**config.mk**
```make
export PLATFORM = sky130hd
export DESIGN_NAME = dtrt_timers
export DESIGN_NICKNAME = d
export VERILOG_FILES = /design/src/logic/dtrt_pkg.sv /design/src/logic/dtrt_pin_sync.sv /design/src/logic/dtrt_t2.sv /design/src/logic/dtrt_timers.sv
export VERILOG_INCLUDE_DIRS = /design/src /design/src/logic
export SDC_FILE = /design/constraint.sdc
export NUM_CORES = 1
export LEC_CHECK = 0
export BUFFER_PORTS_ARGS = -buffer_cell sky130_fd_sc_hd__buf_2
export CELL_PAD_IN_SITES_DETAIL_PLACEMENT = 1
export CELL_PAD_IN_SITES_GLOBAL_PLACEMENT = 1
export CORE_MARGIN = 2
export CORE_UTILIZATION = 50
export CTS_BUF_LIST = sky130_fd_sc_hd__clkbuf_2 sky130_fd_sc_hd__clkbuf_4 sky130_fd_sc_hd__clkbuf_8
export CTS_CLUSTER_SIZE = 40
export DETAILED_ROUTE_END_ITERATION = 7
export HOLD_SLACK_MARGIN = 0.06
export PLACE_DENSITY = 0.93
export SYNTH_ARGS = -nofsm -noshare
export SYNTH_HDL_FRONTEND = slang
export SYNTH_SLANG_ARGS = --single-unit
```
**constraint.sdc**
```tcl
create_clock -name clk -period 4.9 [get_ports clk]
set_input_delay 0.735 -clock clk [delete_from_list [all_inputs] [get_ports clk]]
set_output_delay 0.735 -clock clk [all_outputs]
set_load 0.005 [all_outputs]
```
**src/logic/dtrt_map.svh**
```systemverilog
/*
 * Register addresses, bit positions, reset values and timing counts of the
 * three timer/counters.
 * Assumes it is included by bare name before any module that uses it.
 */
`ifndef DTRT_MAP_SVH
`define DTRT_MAP_SVH

// ==========================================================================
// special function register addresses
`define DTRT_ADDR_TIMER01_CONTROL_REG      8'h88
`define DTRT_ADDR_TIMER01_MODE_REG      8'h89
`define DTRT_ADDR_TL0       8'h8A
`define DTRT_ADDR_TL1       8'h8B
`define DTRT_ADDR_TH0       8'h8C
`define DTRT_ADDR_TH1       8'h8D
`define DTRT_ADDR_TIMER2_CONTROL     8'hC8
`define DTRT_ADDR_RCAPL     8'hCA
`define DTRT_ADDR_RCAPH     8'hCB
`define DTRT_ADDR_TL2       8'hCC
`define DTRT_ADDR_TH2       8'hCD

// ==========================================================================
// reset values
`define DTRT_RST_BYTE       8'h00
`define DTRT_RST_WORD       16'h0000

// ==========================================================================
// timer01_control_reg bit positions
`define DTRT_TIMER01_CONTROL_REG_TF1       7
`define DTRT_TIMER01_CONTROL_REG_TR1       6
`define DTRT_TIMER01_CONTROL_REG_TF0       5
`define DTRT_TIMER01_CONTROL_REG_TR0       4

// ==========================================================================
// timer01_mode_reg: timer 1 nibble base, and positions within a nibble
`define DTRT_TIMER01_MODE_REG_T1_LSB    4
`define DTRT_TIMER01_MODE_REG_GATE      3
`define DTRT_TIMER01_MODE_REG_CT        2
`define DTRT_TIMER01_MODE_REG_MODE_LSB  0

// ==========================================================================
// timing: core clocks per machine cycle
`define DTRT_CLK_PER_MC     12

`endif

```
**src/logic/dtrt_pkg.sv**
```systemverilog
/*
 * Types shared by the timer/counter block.
 * Assumes the map header carries every number; this package holds types only.
 */
package dtrt_pkg;

   // ========================================================================
   // timer 0/1 operating modes
   typedef enum logic [1:0] {
      DTRT_M13   = 2'b00,
      DTRT_M16   = 2'b01,
      DTRT_M8R   = 2'b10,
      DTRT_MSPL  = 2'b11
   } dtrt_mode_t;

   // ========================================================================
   // one special function register write from the core
   typedef struct packed {
      logic       wr;
      logic [7:0] addr;
      logic [7:0] wdata;
   } dtrt_sfr_t;

   // ========================================================================
   // result of one counting step of a high/low byte pair
   typedef struct packed {
      logic [7:0] th;
      logic [7:0] tl;
      logic       ovf;
   } dtrt_cnt_t;

   // ========================================================================
   // timer2_control layout, bit 7 first
   typedef struct packed {
      logic tf2;
      logic timer2_external_flag;
      logic rclk;
      logic tx_clock_select;
      logic timer2_external_enable;
      logic tr2;
      logic timer2_counter_select;
      logic timer2_capture_select;
   } dtrt_timer2_control_t;

endpackage : dtrt_pkg

```
**src/logic/dtrt_pin_sync.sv**
```systemverilog
/*
 * Two-flop synchroniser with a falling-edge detector for one pin.
 * Assumes the pin idles high; the edge is read from the second and third flop.
 */
`timescale 1ns/10ps
module dtrt_pin_sync (
   input  logic clk,
   input  logic rstn,
   input  logic pinIn,
   output logic level,
   output logic fall
);

   typedef struct packed {
      logic s1;
      logic s2;
      logic s3;
   } dtrt_sync_st_t;

   dtrt_sync_st_t st_r;
   dtrt_sync_st_t st_nxt;

   // ========================================================================
   // shift chain
   always_comb begin
      st_nxt    = st_r;
      st_nxt.s1 = pinIn;
      st_nxt.s2 = st_r.s1;
      st_nxt.s3 = st_r.s2;
   end

   always_ff @(posedge clk or negedge rstn) begin
      if (!rstn) begin
         st_r <= 3'b111;
      end else begin
         st_r <= st_nxt;
      end
   end

   // outputs from the second and third flop only
   assign level = st_r.s2;
   assign fall  = st_r.s3 & ~st_r.s2;

endmodule : dtrt_pin_sync

```
**src/logic/dtrt_t2.sv**
```systemverilog
/*
 * Timer 2: 16-bit count, reload/capture pair and its control register.
 * Assumes synchronised one-cycle edge pulses for the count and trigger pins.
 */
`timescale 1ns/10ps
`include "dtrt_map.svh"
module dtrt_t2 (
   input  logic                   clk,
   input  logic                   rstn,
   input  dtrt_pkg::dtrt_sfr_t    sfrReq,
   input  logic                   cntFall,
   input  logic                   trigFall,
   output dtrt_pkg::dtrt_timer2_control_t  ctl,
   output logic [15:0]            count,
   output logic [15:0]            reload,
   output logic                   ovfPulse
);

   typedef struct packed {
      dtrt_pkg::dtrt_timer2_control_t ctl;
      logic [15:0]           cnt;
      logic [15:0]           rcap;
      logic                  ovf;
   } dtrt_t2_st_t;

   dtrt_t2_st_t st_r;
   dtrt_t2_st_t st_nxt;
   logic        baud;
   logic        capMode;
   logic        inc;
   logic        extEv;

   // ========================================================================
   // counting, reload, capture and flags
   always_comb begin
      st_nxt  = st_r;
      baud    = st_r.ctl.rclk | st_r.ctl.tx_clock_select;
      capMode = st_r.ctl.timer2_capture_select & ~baud;
      inc     = st_r.ctl.tr2 & (st_r.ctl.timer2_counter_select ? cntFall : 1'b1);
      extEv   = st_r.ctl.tr2 & st_r.ctl.timer2_external_enable & ~baud & trigFall;
      st_nxt.ovf = inc & (&st_r.cnt);
      // count step; overflow reloads unless capturing
      if (inc) begin
         if (&st_r.cnt) begin
            st_nxt.cnt = capMode ? `DTRT_RST_WORD : st_r.rcap;
         end else begin
            st_nxt.cnt = st_r.cnt + 16'h0001;
         end
      end
      // trigger edge: capture the live count or force a reload
      if (extEv) begin
         if (capMode) begin
            st_nxt.rcap = st_r.cnt;
         end else begin
            st_nxt.cnt = st_r.rcap;
         end
      end
      // software writes take effect on the next clock
      if (sfrReq.wr) begin
         unique case (sfrReq.addr)
            `DTRT_ADDR_TIMER2_CONTROL: st_nxt.ctl        = sfrReq.wdata;
            `DTRT_ADDR_TL2:   st_nxt.cnt[7:0]   = sfrReq.wdata;
            `DTRT_ADDR_TH2:   st_nxt.cnt[15:8]  = sfrReq.wdata;
            `DTRT_ADDR_RCAPL: st_nxt.rcap[7:0]  = sfrReq.wdata;
            `DTRT_ADDR_RCAPH: st_nxt.rcap[15:8] = sfrReq.wdata;
            default: ;
         endcase
      end
      // hardware set wins over a software clear in the same cycle
      if (st_nxt.ovf & ~baud) begin
         st_nxt.ctl.tf2 = 1'b1;
      end
      if (extEv) begin
         st_nxt.ctl.timer2_external_flag = 1'b1;
      end
   end

   always_ff @(posedge clk or negedge rstn) begin
      if (!rstn) begin
         st_r <= '0;
      end else begin
         st_r <= st_nxt;
      end
   end

   assign ctl      = st_r.ctl;
   assign count    = st_r.cnt;
   assign reload   = st_r.rcap;
   assign ovfPulse = st_r.ovf;

endmodule : dtrt_t2

```
**src/logic/dtrt_timers.sv**
```systemverilog
/*
 * Top of the timer/counter block: timers 0 and 1, register read-back and
 * serial baud tick selection; timer 2 and pin synchronisers are instantiated.
 * Assumes the core issues at most one register write per clock over sfrReq,
 * reads through sfrRdAddr with one clock of latency, and pulses the
 * acknowledge inputs when it vectors to a timer 0 or 1 service routine.
 */
`timescale 1ns/10ps
`include "dtrt_map.svh"

module dtrt_timers #(
   parameter int MC_DIV = `DTRT_CLK_PER_MC
) (
   input  logic                clk,
   input  logic                rstn,
   input  dtrt_pkg::dtrt_sfr_t sfrReq,
   input  logic [7:0]          sfrRdAddr,
   output logic [7:0]          sfrRdata,
   input  logic                timer0VectorAck,
   input  logic                timer1VectorAck,
   input  logic                extIrq0Pin,
   input  logic                extIrq1Pin,
   input  logic                timer0CountPin,
   input  logic                timer1CountPin,
   input  logic                timer2CountPin,
   input  logic                timer2TriggerPin,
   output logic                timer0OverflowFlag,
   output logic                timer1OverflowFlag,
   output logic                timer2OverflowFlag,
   output logic                timer2ExternalFlag,
   output logic                rxBaudTick,
   output logic                txBaudTick
);

   // ========================================================================
   // elaboration check on the machine-cycle divider
   if (MC_DIV < 2 || MC_DIV > 16) begin : g_bad_div
      $error("MC_DIV must lie between 2 and 16");
   end

   typedef struct packed {
      logic [3:0] mc;
      logic [7:0] timer01_control_reg;
      logic [7:0] timer01_mode_reg;
      logic [7:0] tl0;
      logic [7:0] th0;
      logic [7:0] tl1;
      logic [7:0] th1;
      logic [7:0] rdata;
      logic       rxb;
      logic       txb;
   } dtrt_top_st_t;

   localparam logic [3:0] MC_LAST = 4'(MC_DIV - 1);

   dtrt_top_st_t          st_r;
   dtrt_top_st_t          st_nxt;
   dtrt_pkg::dtrt_timer2_control_t t2Ctl;
   logic [15:0]           t2Count;
   logic [15:0]           t2Reload;
   logic                  t2Ovf;
   logic                  irq0Lvl;
   logic                  irq1Lvl;
   logic                  t0Fall;
   logic                  t1Fall;
   logic                  t2CntFall;
   logic                  t2TrigFall;

   // ========================================================================
   // pin synchronisers
   dtrt_pin_sync u_sync_irq0 (
      .clk   (clk),
      .rstn  (rstn),
      .pinIn (extIrq0Pin),
      .level (irq0Lvl),
      .fall  ()
   );

   dtrt_pin_sync u_sync_irq1 (
      .clk   (clk),
      .rstn  (rstn),
      .pinIn (extIrq1Pin),
      .level (irq1Lvl),
      .fall  ()
   );

   dtrt_pin_sync u_sync_t0 (
      .clk   (clk),
      .rstn  (rstn),
      .pinIn (timer0CountPin),
      .level (),
      .fall  (t0Fall)
   );

   dtrt_pin_sync u_sync_t1 (
      .clk   (clk),
      .rstn  (rstn),
      .pinIn (timer1CountPin),
      .level (),
      .fall  (t1Fall)
   );

   dtrt_pin_sync u_sync_t2c (
      .clk   (clk),
      .rstn  (rstn),
      .pinIn (timer2CountPin),
      .level (),
      .fall  (t2CntFall)
   );

   dtrt_pin_sync u_sync_t2t (
      .clk   (clk),
      .rstn  (rstn),
      .pinIn (timer2TriggerPin),
      .level (),
      .fall  (t2TrigFall)
   );

   // ========================================================================
   // timer 2
   dtrt_t2 u_t2 (
      .clk      (clk),
      .rstn     (rstn),
      .sfrReq   (sfrReq),
      .cntFall  (t2CntFall),
      .trigFall (t2TrigFall),
      .ctl      (t2Ctl),
      .count    (t2Count),
      .reload   (t2Reload),
      .ovfPulse (t2Ovf)
   );

   // ========================================================================
   // one counting step of a byte pair in a given mode
   function automatic dtrt_pkg::dtrt_cnt_t cnt_step(
      input dtrt_pkg::dtrt_mode_t m,
      input logic [7:0]           th,
      input logic [7:0]           tl,
      input logic                 inc
   );
      dtrt_pkg::dtrt_cnt_t r;
      r.th  = th;
      r.tl  = tl;
      r.ovf = 1'b0;
      if (inc) begin
         unique case (m)
            dtrt_pkg::DTRT_M13: begin
               // upper three low-byte bits are left as they are
               {r.th, r.tl[4:0]} = {th, tl[4:0]} + 13'h0001;
               r.ovf             = &{th, tl[4:0]};
            end
            dtrt_pkg::DTRT_M16: begin
               {r.th, r.tl} = {th, tl} + 16'h0001;
               r.ovf        = &{th, tl};
            end
            dtrt_pkg::DTRT_M8R: begin
               if (&tl) begin
                  r.tl  = th;
                  r.ovf = 1'b1;
               end else begin
                  r.tl = tl + 8'h01;
               end
            end
            dtrt_pkg::DTRT_MSPL: ; // split or held: handled by the caller
         endcase
      end
      return r;
   endfunction : cnt_step

   // ========================================================================
   // timers 0 and 1, flags, register writes, read-back and baud ticks
   always_comb begin
      dtrt_pkg::dtrt_mode_t m0;
      dtrt_pkg::dtrt_mode_t m1;
      dtrt_pkg::dtrt_cnt_t  c0;
      dtrt_pkg::dtrt_cnt_t  c1;
      logic                 tick;
      logic                 split;
      logic                 inc0;
      logic                 inc1;
      logic                 ovf0;
      logic                 ovf1;
      logic [7:0]           timer01_control_reg;
      // locals start from known values on every pass
      m0     = dtrt_pkg::DTRT_M13;
      m1     = dtrt_pkg::DTRT_M13;
      c0     = '0;
      c1     = '0;
      tick   = 1'b0;
      split  = 1'b0;
      inc0   = 1'b0;
      inc1   = 1'b0;
      ovf0   = 1'b0;
      ovf1   = 1'b0;
      timer01_control_reg   = 8'h00;
      st_nxt = st_r;
      m0     = dtrt_pkg::dtrt_mode_t'(st_r.timer01_mode_reg[`DTRT_TIMER01_MODE_REG_MODE_LSB +: 2]);
      m1     = dtrt_pkg::dtrt_mode_t'(st_r.timer01_mode_reg[`DTRT_TIMER01_MODE_REG_T1_LSB +: 2]);
      split  = (m0 == dtrt_pkg::DTRT_MSPL);
      // machine-cycle prescaler
      tick      = (st_r.mc == MC_LAST);
      st_nxt.mc = tick ? 4'h0 : st_r.mc + 4'h1;
      // timer 0 count input: pin edges or machine cycles, gated
      inc0 = st_r.timer01_control_reg[`DTRT_TIMER01_CONTROL_REG_TR0]
           & (~st_r.timer01_mode_reg[`DTRT_TIMER01_MODE_REG_GATE] | irq0Lvl)
           & (st_r.timer01_mode_reg[`DTRT_TIMER01_MODE_REG_CT] ? t0Fall : tick);
      c0 = cnt_step(m0, st_r.th0, st_r.tl0, inc0 & ~split);
      ovf0 = c0.ovf;
      if (split) begin
         // low byte on timer 0 controls, high byte on timer 1 run bit
         c0.tl = st_r.tl0 + {7'h00, inc0};
         ovf0  = inc0 & (&st_r.tl0);
         c0.th = st_r.th0 + {7'h00, tick & st_r.timer01_control_reg[`DTRT_TIMER01_CONTROL_REG_TR1]};
      end
      // timer 1: with timer 0 split, TR1 is ignored; mode 3 starts and stops it
      inc1 = (split ? 1'b1 : st_r.timer01_control_reg[`DTRT_TIMER01_CONTROL_REG_TR1])
           & (~st_r.timer01_mode_reg[`DTRT_TIMER01_MODE_REG_T1_LSB + `DTRT_TIMER01_MODE_REG_GATE] | irq1Lvl)
           & (st_r.timer01_mode_reg[`DTRT_TIMER01_MODE_REG_T1_LSB + `DTRT_TIMER01_MODE_REG_CT] ? t1Fall : tick)
           & (m1 != dtrt_pkg::DTRT_MSPL);
      c1 = cnt_step(m1, st_r.th1, st_r.tl1, inc1);
      ovf1 = split ? (tick & st_r.timer01_control_reg[`DTRT_TIMER01_CONTROL_REG_TR1] & (&st_r.th0)) : c1.ovf;
      // counts move only by counting or by their own writes; run writes never touch them
      st_nxt.tl0 = c0.tl;
      st_nxt.th0 = c0.th;
      st_nxt.tl1 = c1.tl;
      st_nxt.th1 = c1.th;
      timer01_control_reg       = st_r.timer01_control_reg;
      // software writes take effect on the next clock and beat counting
      if (sfrReq.wr) begin
         unique case (sfrReq.addr)
            `DTRT_ADDR_TIMER01_CONTROL_REG: timer01_control_reg        = sfrReq.wdata;
            `DTRT_ADDR_TIMER01_MODE_REG: st_nxt.timer01_mode_reg = sfrReq.wdata;
            `DTRT_ADDR_TL0:  st_nxt.tl0  = sfrReq.wdata;
            `DTRT_ADDR_TH0:  st_nxt.th0  = sfrReq.wdata;
            `DTRT_ADDR_TL1:  st_nxt.tl1  = sfrReq.wdata;
            `DTRT_ADDR_TH1:  st_nxt.th1  = sfrReq.wdata;
            default: ;
         endcase
      end
      // vector acknowledge clears, a same-cycle overflow still sets
      if (timer0VectorAck) begin
         timer01_control_reg[`DTRT_TIMER01_CONTROL_REG_TF0] = 1'b0;
      end
      if (timer1VectorAck) begin
         timer01_control_reg[`DTRT_TIMER01_CONTROL_REG_TF1] = 1'b0;
      end
      timer01_control_reg[`DTRT_TIMER01_CONTROL_REG_TF0] = timer01_control_reg[`DTRT_TIMER01_CONTROL_REG_TF0] | ovf0;
      timer01_control_reg[`DTRT_TIMER01_CONTROL_REG_TF1] = timer01_control_reg[`DTRT_TIMER01_CONTROL_REG_TF1] | ovf1;
      st_nxt.timer01_control_reg          = timer01_control_reg;
      // baud sources: timer 1 overflow keeps flowing even when split
      st_nxt.rxb = t2Ctl.rclk ? t2Ovf : c1.ovf;
      st_nxt.txb = t2Ctl.tx_clock_select ? t2Ovf : c1.ovf;
      // registered read-back of the addressed register
      unique case (sfrRdAddr)
         `DTRT_ADDR_TIMER01_CONTROL_REG:  st_nxt.rdata = st_r.timer01_control_reg;
         `DTRT_ADDR_TIMER01_MODE_REG:  st_nxt.rdata = st_r.timer01_mode_reg;
         `DTRT_ADDR_TL0:   st_nxt.rdata = st_r.tl0;
         `DTRT_ADDR_TH0:   st_nxt.rdata = st_r.th0;
         `DTRT_ADDR_TL1:   st_nxt.rdata = st_r.tl1;
         `DTRT_ADDR_TH1:   st_nxt.rdata = st_r.th1;
         `DTRT_ADDR_TIMER2_CONTROL: st_nxt.rdata = t2Ctl;
         `DTRT_ADDR_RCAPL: st_nxt.rdata = t2Reload[7:0];
         `DTRT_ADDR_RCAPH: st_nxt.rdata = t2Reload[15:8];
         `DTRT_ADDR_TL2:   st_nxt.rdata = t2Count[7:0];
         `DTRT_ADDR_TH2:   st_nxt.rdata = t2Count[15:8];
         default:          st_nxt.rdata = `DTRT_RST_BYTE;
      endcase
   end

   // ========================================================================
   // state register
   always_ff @(posedge clk or negedge rstn) begin
      if (!rstn) begin
         st_r <= '0;
      end else begin
         st_r <= st_nxt;
      end
   end

   // ========================================================================
   // outputs, all from flops
   assign sfrRdata           = st_r.rdata;
   assign timer0OverflowFlag = st_r.timer01_control_reg[`DTRT_TIMER01_CONTROL_REG_TF0];
   assign timer1OverflowFlag = st_r.timer01_control_reg[`DTRT_TIMER01_CONTROL_REG_TF1];
   assign timer2OverflowFlag = t2Ctl.tf2;
   assign timer2ExternalFlag = t2Ctl.timer2_external_flag;
   assign rxBaudTick         = st_r.rxb;
   assign txBaudTick         = st_r.txb;

endmodule : dtrt_timers

```
-- Word level (Yosys, flattened, before mapping)
Index checks and enable logic that the tools add are counted.
W data, S select, Z words.
- register bits: 119
- bits of input ports: 35
- word-level logic and storage cells: 175
- add/sub/neg operators: 10
- equality and inequality tests: 29
- mux-type cells: 46
- bitwise logic cells: 33
- reductions and logical operators: 19
- operator list (kind ; count):
    $eq A8 B8 Y1 const B ; 22
    $mux W8 ; 13
    $mux W16 ; 6
    $pmux W8 S11 ; 1
    $mux W32 ; 2
    $add A16 B1 Y16 const B ; 3
    $reduce_and A16 Y1 ; 3
    $mux W40 ; 1
    $pmux W6 S3 ; 2
    $mux W17 ; 2
    $pmux W8 S2 ; 2
    $add A13 B1 Y13 const B ; 2
    $reduce_and A13 Y1 ; 2
    $reduce_and A8 Y1 ; 3
    $and A1 B1 Y1 ; 20
    $add A8 B1 Y8 ; 2
    $add A8 B1 Y8 const B ; 2
    $mux W1 ; 14
    $pmux W3 S2 ; 2
    $reduce_and A2 Y1 ; 5
    $not A1 Y1 ; 8
    $reduce_bool A2 Y1 ; 4
    $eq A2 B2 Y1 const B ; 3
    $or A1 B1 Y1 ; 5
    other kinds (6) ; 8

-- Longest topological paths before layout
Gate-level depths: netlist of run 1.
- depth in word-level cells: 11
- gate-level depth with buffers: 13
- depth with buffers taken out: 12

-- Hierarchy
A second synthesis of run 1 with hierarchy kept.
- cells, all modules: 953
- area, all modules: 8580.7 µm²
- by module, submodules not included (module ; instances ; cells an instance ; area each (µm²) ; seq. area each (µm²)):
    dtrt_timers ; 1 ; 642 ; 5425.2 ; 1551.5
    dtrt_t2 ; 1 ; 287 ; 2600.0 ; 1026.0
    dtrt_pin_sync ; 6 ; 4 ; 92.6 ; 78.8

-- Least setup slack after synthesis of run 1
Ideal clock, no wire load.
- path type: register -> register
- start: register u_sync_t0.st_r[0] (netlist name)
- end: register st_r[38] (netlist name)
- library setup time: 132 ps
- data arrival time: 2257 ps
- path slack: 2511 ps
- cell stages (with the launch flop): 12
- buffers on the path: 0
- clock period less this slack: 2389 ps
- cells stage by stage: dfstp_2 > nand2b_1 > a211oi_1 > nand2_1 > inv_1 > ha_1 > ha_1 > nand4_1 > nand2_1 > nor2_1 > o21ai_0 > o211ai_1
- RTL lines (item ; line ; source):
    start, declared ; dtrt_pin_sync.sv:20 ; dtrt_sync_st_t st_r;
    start signal, assigned ; dtrt_pin_sync.sv:36 ; st_r <= st_nxt;
    end signal, assigned ; dtrt_timers.sv:276 ; st_r <= st_nxt;
    end, declared ; dtrt_timers.sv:56 ; dtrt_top_st_t st_r;

==> results.yml, run 1 <==
setup_path:
  cp-start-kind: "flop"
  required_ns: 5.28
  cp.arrival_ns: 3.41
  path_class: "flop to flop"
  endpoint_kind: "flop"
  cp_max_fo: 27
clocking:
  clk_pin_slew_ns: 0.08
  numClockSinks: 119
  postCtsSetupRepairBufs: 0
  clock_path_buffers: 2
  htree_levels: 4
  tritoncts: "built"
  cts_buffers: 17
  clock_tree.root_cell: "clkbuf_8"
  holdBufCountCts: 0
  clk_latency_ns: 0.48
  cts_resized: 0
sta:
  clock_skew_ns: 0.01576
  setup_viol: 0
  whs_ns: 0.3526
  rsz0062_at_grt: "no"
  final_max_slew_viol_count: 0
  worst_slew_pin_slew_ns: 1.102
  finalCriticalPeriod_ns: 3.028
  hold_viol_final: 0
  finalWorstSetupSlack_ns: 1.872
  fmax_mhz: 330.2
  fin_tns_setup_ns: 0
  period_share_pct: 61.80
  relSlewSlack_pct: 26.25
min_path:
  hp-class: "input pin to flop"
placed_design:
  place_area_mm2: 0.008484
  place_hpwl_um: 21340
  io_buffers: 48
  place_congestion: 0.9531
  place_ws_ns: 1.952
pwr:
  power_leakage_uw: 0.003537
  finalPower_uw: 3299
  peakVddDrop_mv: 0.1729
  p_per_area_mw_per_mm2: 371.3
synth:
  ys_warn_count: 0
  syn_area_mm2: 0.008278
  synth_cells: 972
  synthArstFlopShare_pct: 100.0
  synth_nets: 1026
  syn_avg_cell_area_um2: 8.516
  yosys_most_used_dff: "dfrtp_1"
  synth_cell_type_count: 84
  ys_ff_latch: 119
  synth-edff-count: 0
  ys_seq_area_share_pct: 36.22
final_layout:
  layout_common_cells: "nand2_1 (104), dfrtp_1 (103), nor2_1 (62)"
  fillers: 1944
  area_growth_pct: 7.331
  layout.nets: 1009
  seq_area_mm2: 0.002998
  multi_input_area_mm2: 0.004845
  mostFrequentLayoutCell: "nand2_1"
  drive_gt1_share_pct: 14.26
  post-route-cell-area_mm2: 0.008885
  diodes: 0
floorplan:
  rows: 47
  die_w_um: 132.7
  die_area_mm2: 0.01760
  start_util_pct: 50.45
  die_h_um: 132.7
  core_area_mm2: 0.01641
  io_pins: 49
route:
  drt-total-wl_um: 30630
  dr.pass1.iters: 5
  vias: 8419
  avgRoutedWirePerCell_um: 25.78
  drt_iter0_markers: 1051
  route.detailed.drc: 0
  via_per_inst: 7.087
  ant_nets: 0
grt:
  grt_max_degree: 64
  antenna_found_initial: 0
  grt.total_usage_pct: 35.61
  grt_pass1_vias: 8389
  grt_overflow: 0
  grt_pass1_wl_um: 48560
run_status:
  run_status: "finished, final reports clean"
flow_run:
  maxCapViolations: 0
==> report_power, final <==
group | leakage [uW] | internal (uW) | switching [uW]
clock | 0.000195 | 462 | 493
combinational | 0.00199 | 339 | 534
sequential | 0.00135 | 1110 | 357
total | 0.00354 | 1920 | 1380
==> cells by family after synthesis <==
logic type | after synthesis | share of synthesized area [%]
AOI/OAI and AO/OA | 296 | 24.35
xor gates and xnor gates | 17 | 1.799
adders and majority gates | 19 | 2.872
buffers and inverters | 111 | 5.517
DFF | 119 | 36.22
muxes | 51 | 6.439
and+or+nand+nor | 359 | 22.81
==> path summary, 6_finish.rpt <==
kind | startpoint | to | slack, ns | cells past startpoint
max in group asynchronous | rstn | u_t2.ctl[4]$_DFFE_PN0P_ | 3.93 | 2
worst max register to register | st_r[42]$_DFFE_PN0P_ | rxBaudTick$_DFF_PN0_ | 1.87 | 6
worst max-delay path | st_r[42]$_DFFE_PN0P_ | rxBaudTick$_DFF_PN0_ | 1.87 | 6
worst min-delay path | timer1CountPin | u_sync_t1.st_nxt[1]$_DFF_PN1_ | 0.35 | 1
worst min register to register | u_sync_t2c.st_nxt[1]$_DFF_PN1_ | u_sync_t2c.level$_DFF_PN1_ | 0.36 | 0
min in group asynchronous | rstn | st_r[14]$_DFF_PN0_ | 0.40 | 2
==> synth_stat cells (8+ instances only) <==
| cell | number | area share (%) |
|---|---|---|
| o211ai_1 | 13 | 1.2 |
| ha_1 | 19 | 2.9 |
| xnor2_1 | 11 | 1.2 |
| o21ai_0 | 61 | 3.7 |
| mux2_2 | 18 | 2.4 |
| nor3_1 | 20 | 1.2 |
| nand3_1 | 43 | 2.6 |
| and3_1 | 17 | 1.3 |
| nand3b_1 | 10 | 0.91 |
| o31ai_1 | 14 | 1.3 |
| o22ai_1 | 11 | 0.83 |
| nand4_1 | 29 | 2.2 |
| dfrtp_1 | 103 | 31 |
| a221oi_1 | 13 | 1.4 |
| a21oi_1 | 53 | 3.2 |
| nand2_1 | 104 | 4.7 |
| dfstp_2 | 16 | 5.1 |
| mux2i_1 | 33 | 4.0 |
| nor2_1 | 62 | 2.8 |
| a22oi_1 | 17 | 1.5 |
| buf_4 | 9 | 0.82 |
| a31oi_1 | 26 | 2.0 |
| clkbuf_1 | 72 | 3.3 |
| inv_1 | 21 | 0.95 |
| a211oi_1 | 8 | 0.73 |
==> state kept, by name, indices dropped and copies added, names as in the netlist, 8 cells and up <==
signal	cells
st_r	50
u_t2.count	16
u_t2.reload	16
sfrRdata	8
u_t2.ctl	8
==> critical path: stages (launching register included) <==
cell and delay, ns:
dfrtp_1 0.46, ha_1 0.20, buf_4 0.31, nor2_1 0.14, a2111oi_2 0.85, o21ai_0 0.60
o21ai_0 0.35
==> through the flow <==
stage          cells  utilization, %
3_3_place_gp    1156           51.71
6_report        1188           54.15
2_1_floorplan    972               -
5_1_grt         1188           54.15
4_1_cts         1188           54.15
3_5_place_dp    1156           51.71
==> routing by layer <==
metal	global-route usage [%]	part of all wire (%)	up-vias
met5	0	0	-
met4	17.26	4.7	0
met3	6.820	9.5	98
met2	53.83	45	526
met1	49.20	41	4162
li1	-	-	3633
==> layout make-up <==
class	count	share of cell area, %
multi-input combinational	742	54.53
inverter	21	0.8872
clock buffer	17	2.633
sequential	119	33.74
timing repair buffer	54	3.239
tap	220	3.098
clock inverter	15	1.873
Note: power is estimated with default switching activity, not from simulation.
==> run 2: changes to the inputs <==
--- a/config.mk
+++ b/config.mk
@@ -10,12 +10,12 @@
 export CELL_PAD_IN_SITES_DETAIL_PLACEMENT = 1
 export CELL_PAD_IN_SITES_GLOBAL_PLACEMENT = 1
 export CORE_MARGIN = 2
-export CORE_UTILIZATION = 50
+export CORE_UTILIZATION = 44
 export CTS_BUF_LIST = sky130_fd_sc_hd__clkbuf_2 sky130_fd_sc_hd__clkbuf_4 sky130_fd_sc_hd__clkbuf_8
 export CTS_CLUSTER_SIZE = 40
 export DETAILED_ROUTE_END_ITERATION = 7
 export HOLD_SLACK_MARGIN = 0.06
-export PLACE_DENSITY = 0.93
+export PLACE_DENSITY = 0.87
 export SYNTH_ARGS = -nofsm -noshare
 export SYNTH_HDL_FRONTEND = slang
 export SYNTH_SLANG_ARGS = --single-unit
==> constraint.sdc (replaced) <==
create_clock -name clk -period 2.6 [get_ports clk]
set_input_delay 0.39 -clock clk [delete_from_list [all_inputs] [get_ports clk]]
set_output_delay 0.39 -clock clk [all_outputs]
set_load 0.005 [all_outputs]
==> results.yml, run 2 (same netlist as run 1, synthesis figures left out) <==
run_status:
  run_status: "complete, but fails checks"
  violations: "design-rule violations"
floorplan:
  start_util_pct: 44.55
  io_pins: 49
  die_h_um: 141.2
  rows: 50
  die_area_mm2: 0.01993
  die_w_um: 141.2
  core_area_mm2: 0.01858
setup_path:
  rr_startpoint: "st_r[58]$_DFF_PN0_"
  rr_worst_depth: 6
  path_class: "flop to flop"
  cp.arrival_ns: 2.79
  required_ns: 2.93
  cp-start-kind: "flop"
  r2r_end: "st_r[15]$_DFF_PN0_"
  regToRegSetupSlack_ns: 0.15
  endpoint_kind: "flop"
  cp_max_fo: 5
grt:
  grt_pass1_vias: 8456
  grt.total_usage_pct: 32.33
  grt_pass1_wl_um: 49380
  antenna_found_initial: 0
  grt_max_degree: 44
  grt_overflow: 0
min_path:
  worstHoldEndpoint: "timer0OverflowFlag$_DFF_PN0_"
  hp-class: "input pin to flop"
  min_from: "timer0VectorAck"
  min_path_cells: 2
final_layout:
  top_register: "st_r"
  layout_common_cells: "nand2_1 (104), dfrtp_1 (103), nor2_1 (62)"
  diodes: 0
  area_growth_pct: 13.33
  drive_gt1_share_pct: 18.34
  post-route-cell-area_mm2: 0.009382
  layout.nets: 1066
  mostFrequentLayoutCell: "nand2_1"
  largest_register_ffs: 50
clocking:
  clk_latency_ns: 0.48
  cts_buffers: 17
  tritoncts: "built"
  htree_levels: 4
  cts_resized: 0
  numClockSinks: 119
  clk_pin_slew_ns: 0.08
  clock_tree.root_cell: "clkbuf_8"
  clock_path_buffers: 2
  postCtsSetupRepairBufs: 0
  holdBufCountCts: 7
route:
  drt_iter0_markers: 899
  dr.pass1.iters: 8
  drt-total-wl_um: 31870
  route.detailed.drc: 2
  ant_nets: 0
  avgRoutedWirePerCell_um: 25.31
  vias: 8628
  via_per_inst: 6.853
sta:
  fmax_mhz: 407.8
  finalCriticalPeriod_ns: 2.452
  clock_skew_ns: 0.01178
  fin_tns_setup_ns: 0
  final_max_slew_viol_count: 0
  setup_viol: 0
  period_share_pct: 94.31
  hold_viol_final: 0
  relSlewSlack_pct: 44.12
  worst_slew_pin_slew_ns: 0.8171
  rsz0062_at_grt: "no"
placed_design:
  place_area_mm2: 0.008894
  io_buffers: 48
  place_hpwl_um: 22630
  place_congestion: 0.9777
pwr:
  finalPower_uw: 6401
  peakVddDrop_mv: 0.3256
  power_leakage_uw: 0.003816
  p_per_area_mw_per_mm2: 682.3
flow_run:
  maxCapViolations: 0
[run 2: changes by cell type in the layout (fill, tap and decap cells not counted), sizes merged]
| cell | change |
|---|---|
| inv | -5 |
| clkbuf | +1 |
| clkinvlp | -1 |
| clkinv | +4 |
| bufinv | +1 |
| buf | +50 |
| dlygate4sd3 | +7 |
[run 2: stage by stage]
| step | worst slack (ns) | utilization, % | instances | hold slack, ns |
|---|---|---|---|---|
| 2_1_floorplan | 0.2107 | - | 972 | 0.09441 |
| 3_3_place_gp | 0.3303 | 47.87 | 1220 | 0.3283 |
| 3_5_place_dp | 0.2130 | 47.87 | 1220 | 0.3373 |
| 4_1_cts | 0.1607 | 50.49 | 1259 | 0.07122 |
| 5_1_grt | 0.05240 | 50.49 | 1259 | 0.07713 |
| 6_report | 0.1479 | 50.49 | 1259 | 0.07459 |
[run 2: how the worst max path moves through the flow]
stage | from | to | slack (ns)
2_1_floorplan | u_sync_t0.st_r[0]$_DFF_PN1_ | st_r[38]$_DFF_PN0_ | 0.21
3_3_place_gp | st_r[58]$_DFF_PN0_ | st_r[15]$_DFF_PN0_ | 0.33
3_5_place_dp | st_r[58]$_DFF_PN0_ | st_r[15]$_DFF_PN0_ | 0.21
4_1_cts | st_r[58]$_DFF_PN0_ | st_r[15]$_DFF_PN0_ | 0.16
5_1_grt | st_r[58]$_DFF_PN0_ | st_r[15]$_DFF_PN0_ | 0.05
6_report | st_r[58]$_DFF_PN0_ | st_r[15]$_DFF_PN0_ | 0.15
[run 2: report_power, final]
part           switching [uW]  internal, uW  total [uW]
Sequential                498          2100        2600
Combinational            1200           767        1970
Clock                     867           965        1830
Total                    2570          3840        6400
[run 2: metal layers]
layer | global-route usage, % | wire length (um) | vias up
met1 | 42.47 | 12840 | 4356
met5 | 0 | 0 | -
li1 | - | - | 3743
met3 | 4.857 | 2510 | 82
met4 | 13.63 | 1227 | 0
met2 | 53.37 | 15290 | 447
[run 2: layout make-up]
class / count / area, um2
Fill cell: 2177 / 9199
Tap cell: 234 / 292.8
Clock inverter: 14 / 176.4
Multi-Input combinational cell: 742 / 4836
Inverter: 21 / 78.83
Sequential cell: 119 / 2998
Timing Repair Buffer: 111 / 758.2
Clock buffer: 18 / 241.5
[run 2: worst max-delay path, stage by stage (launching register included)]
cell,delay (ns)
dfrtp_1,0.38
ha_1,0.25
nand4bb_1,0.19
a2111o_1,0.45
or4b_4,0.58
o311ai_1,0.32
o211ai_1,0.14
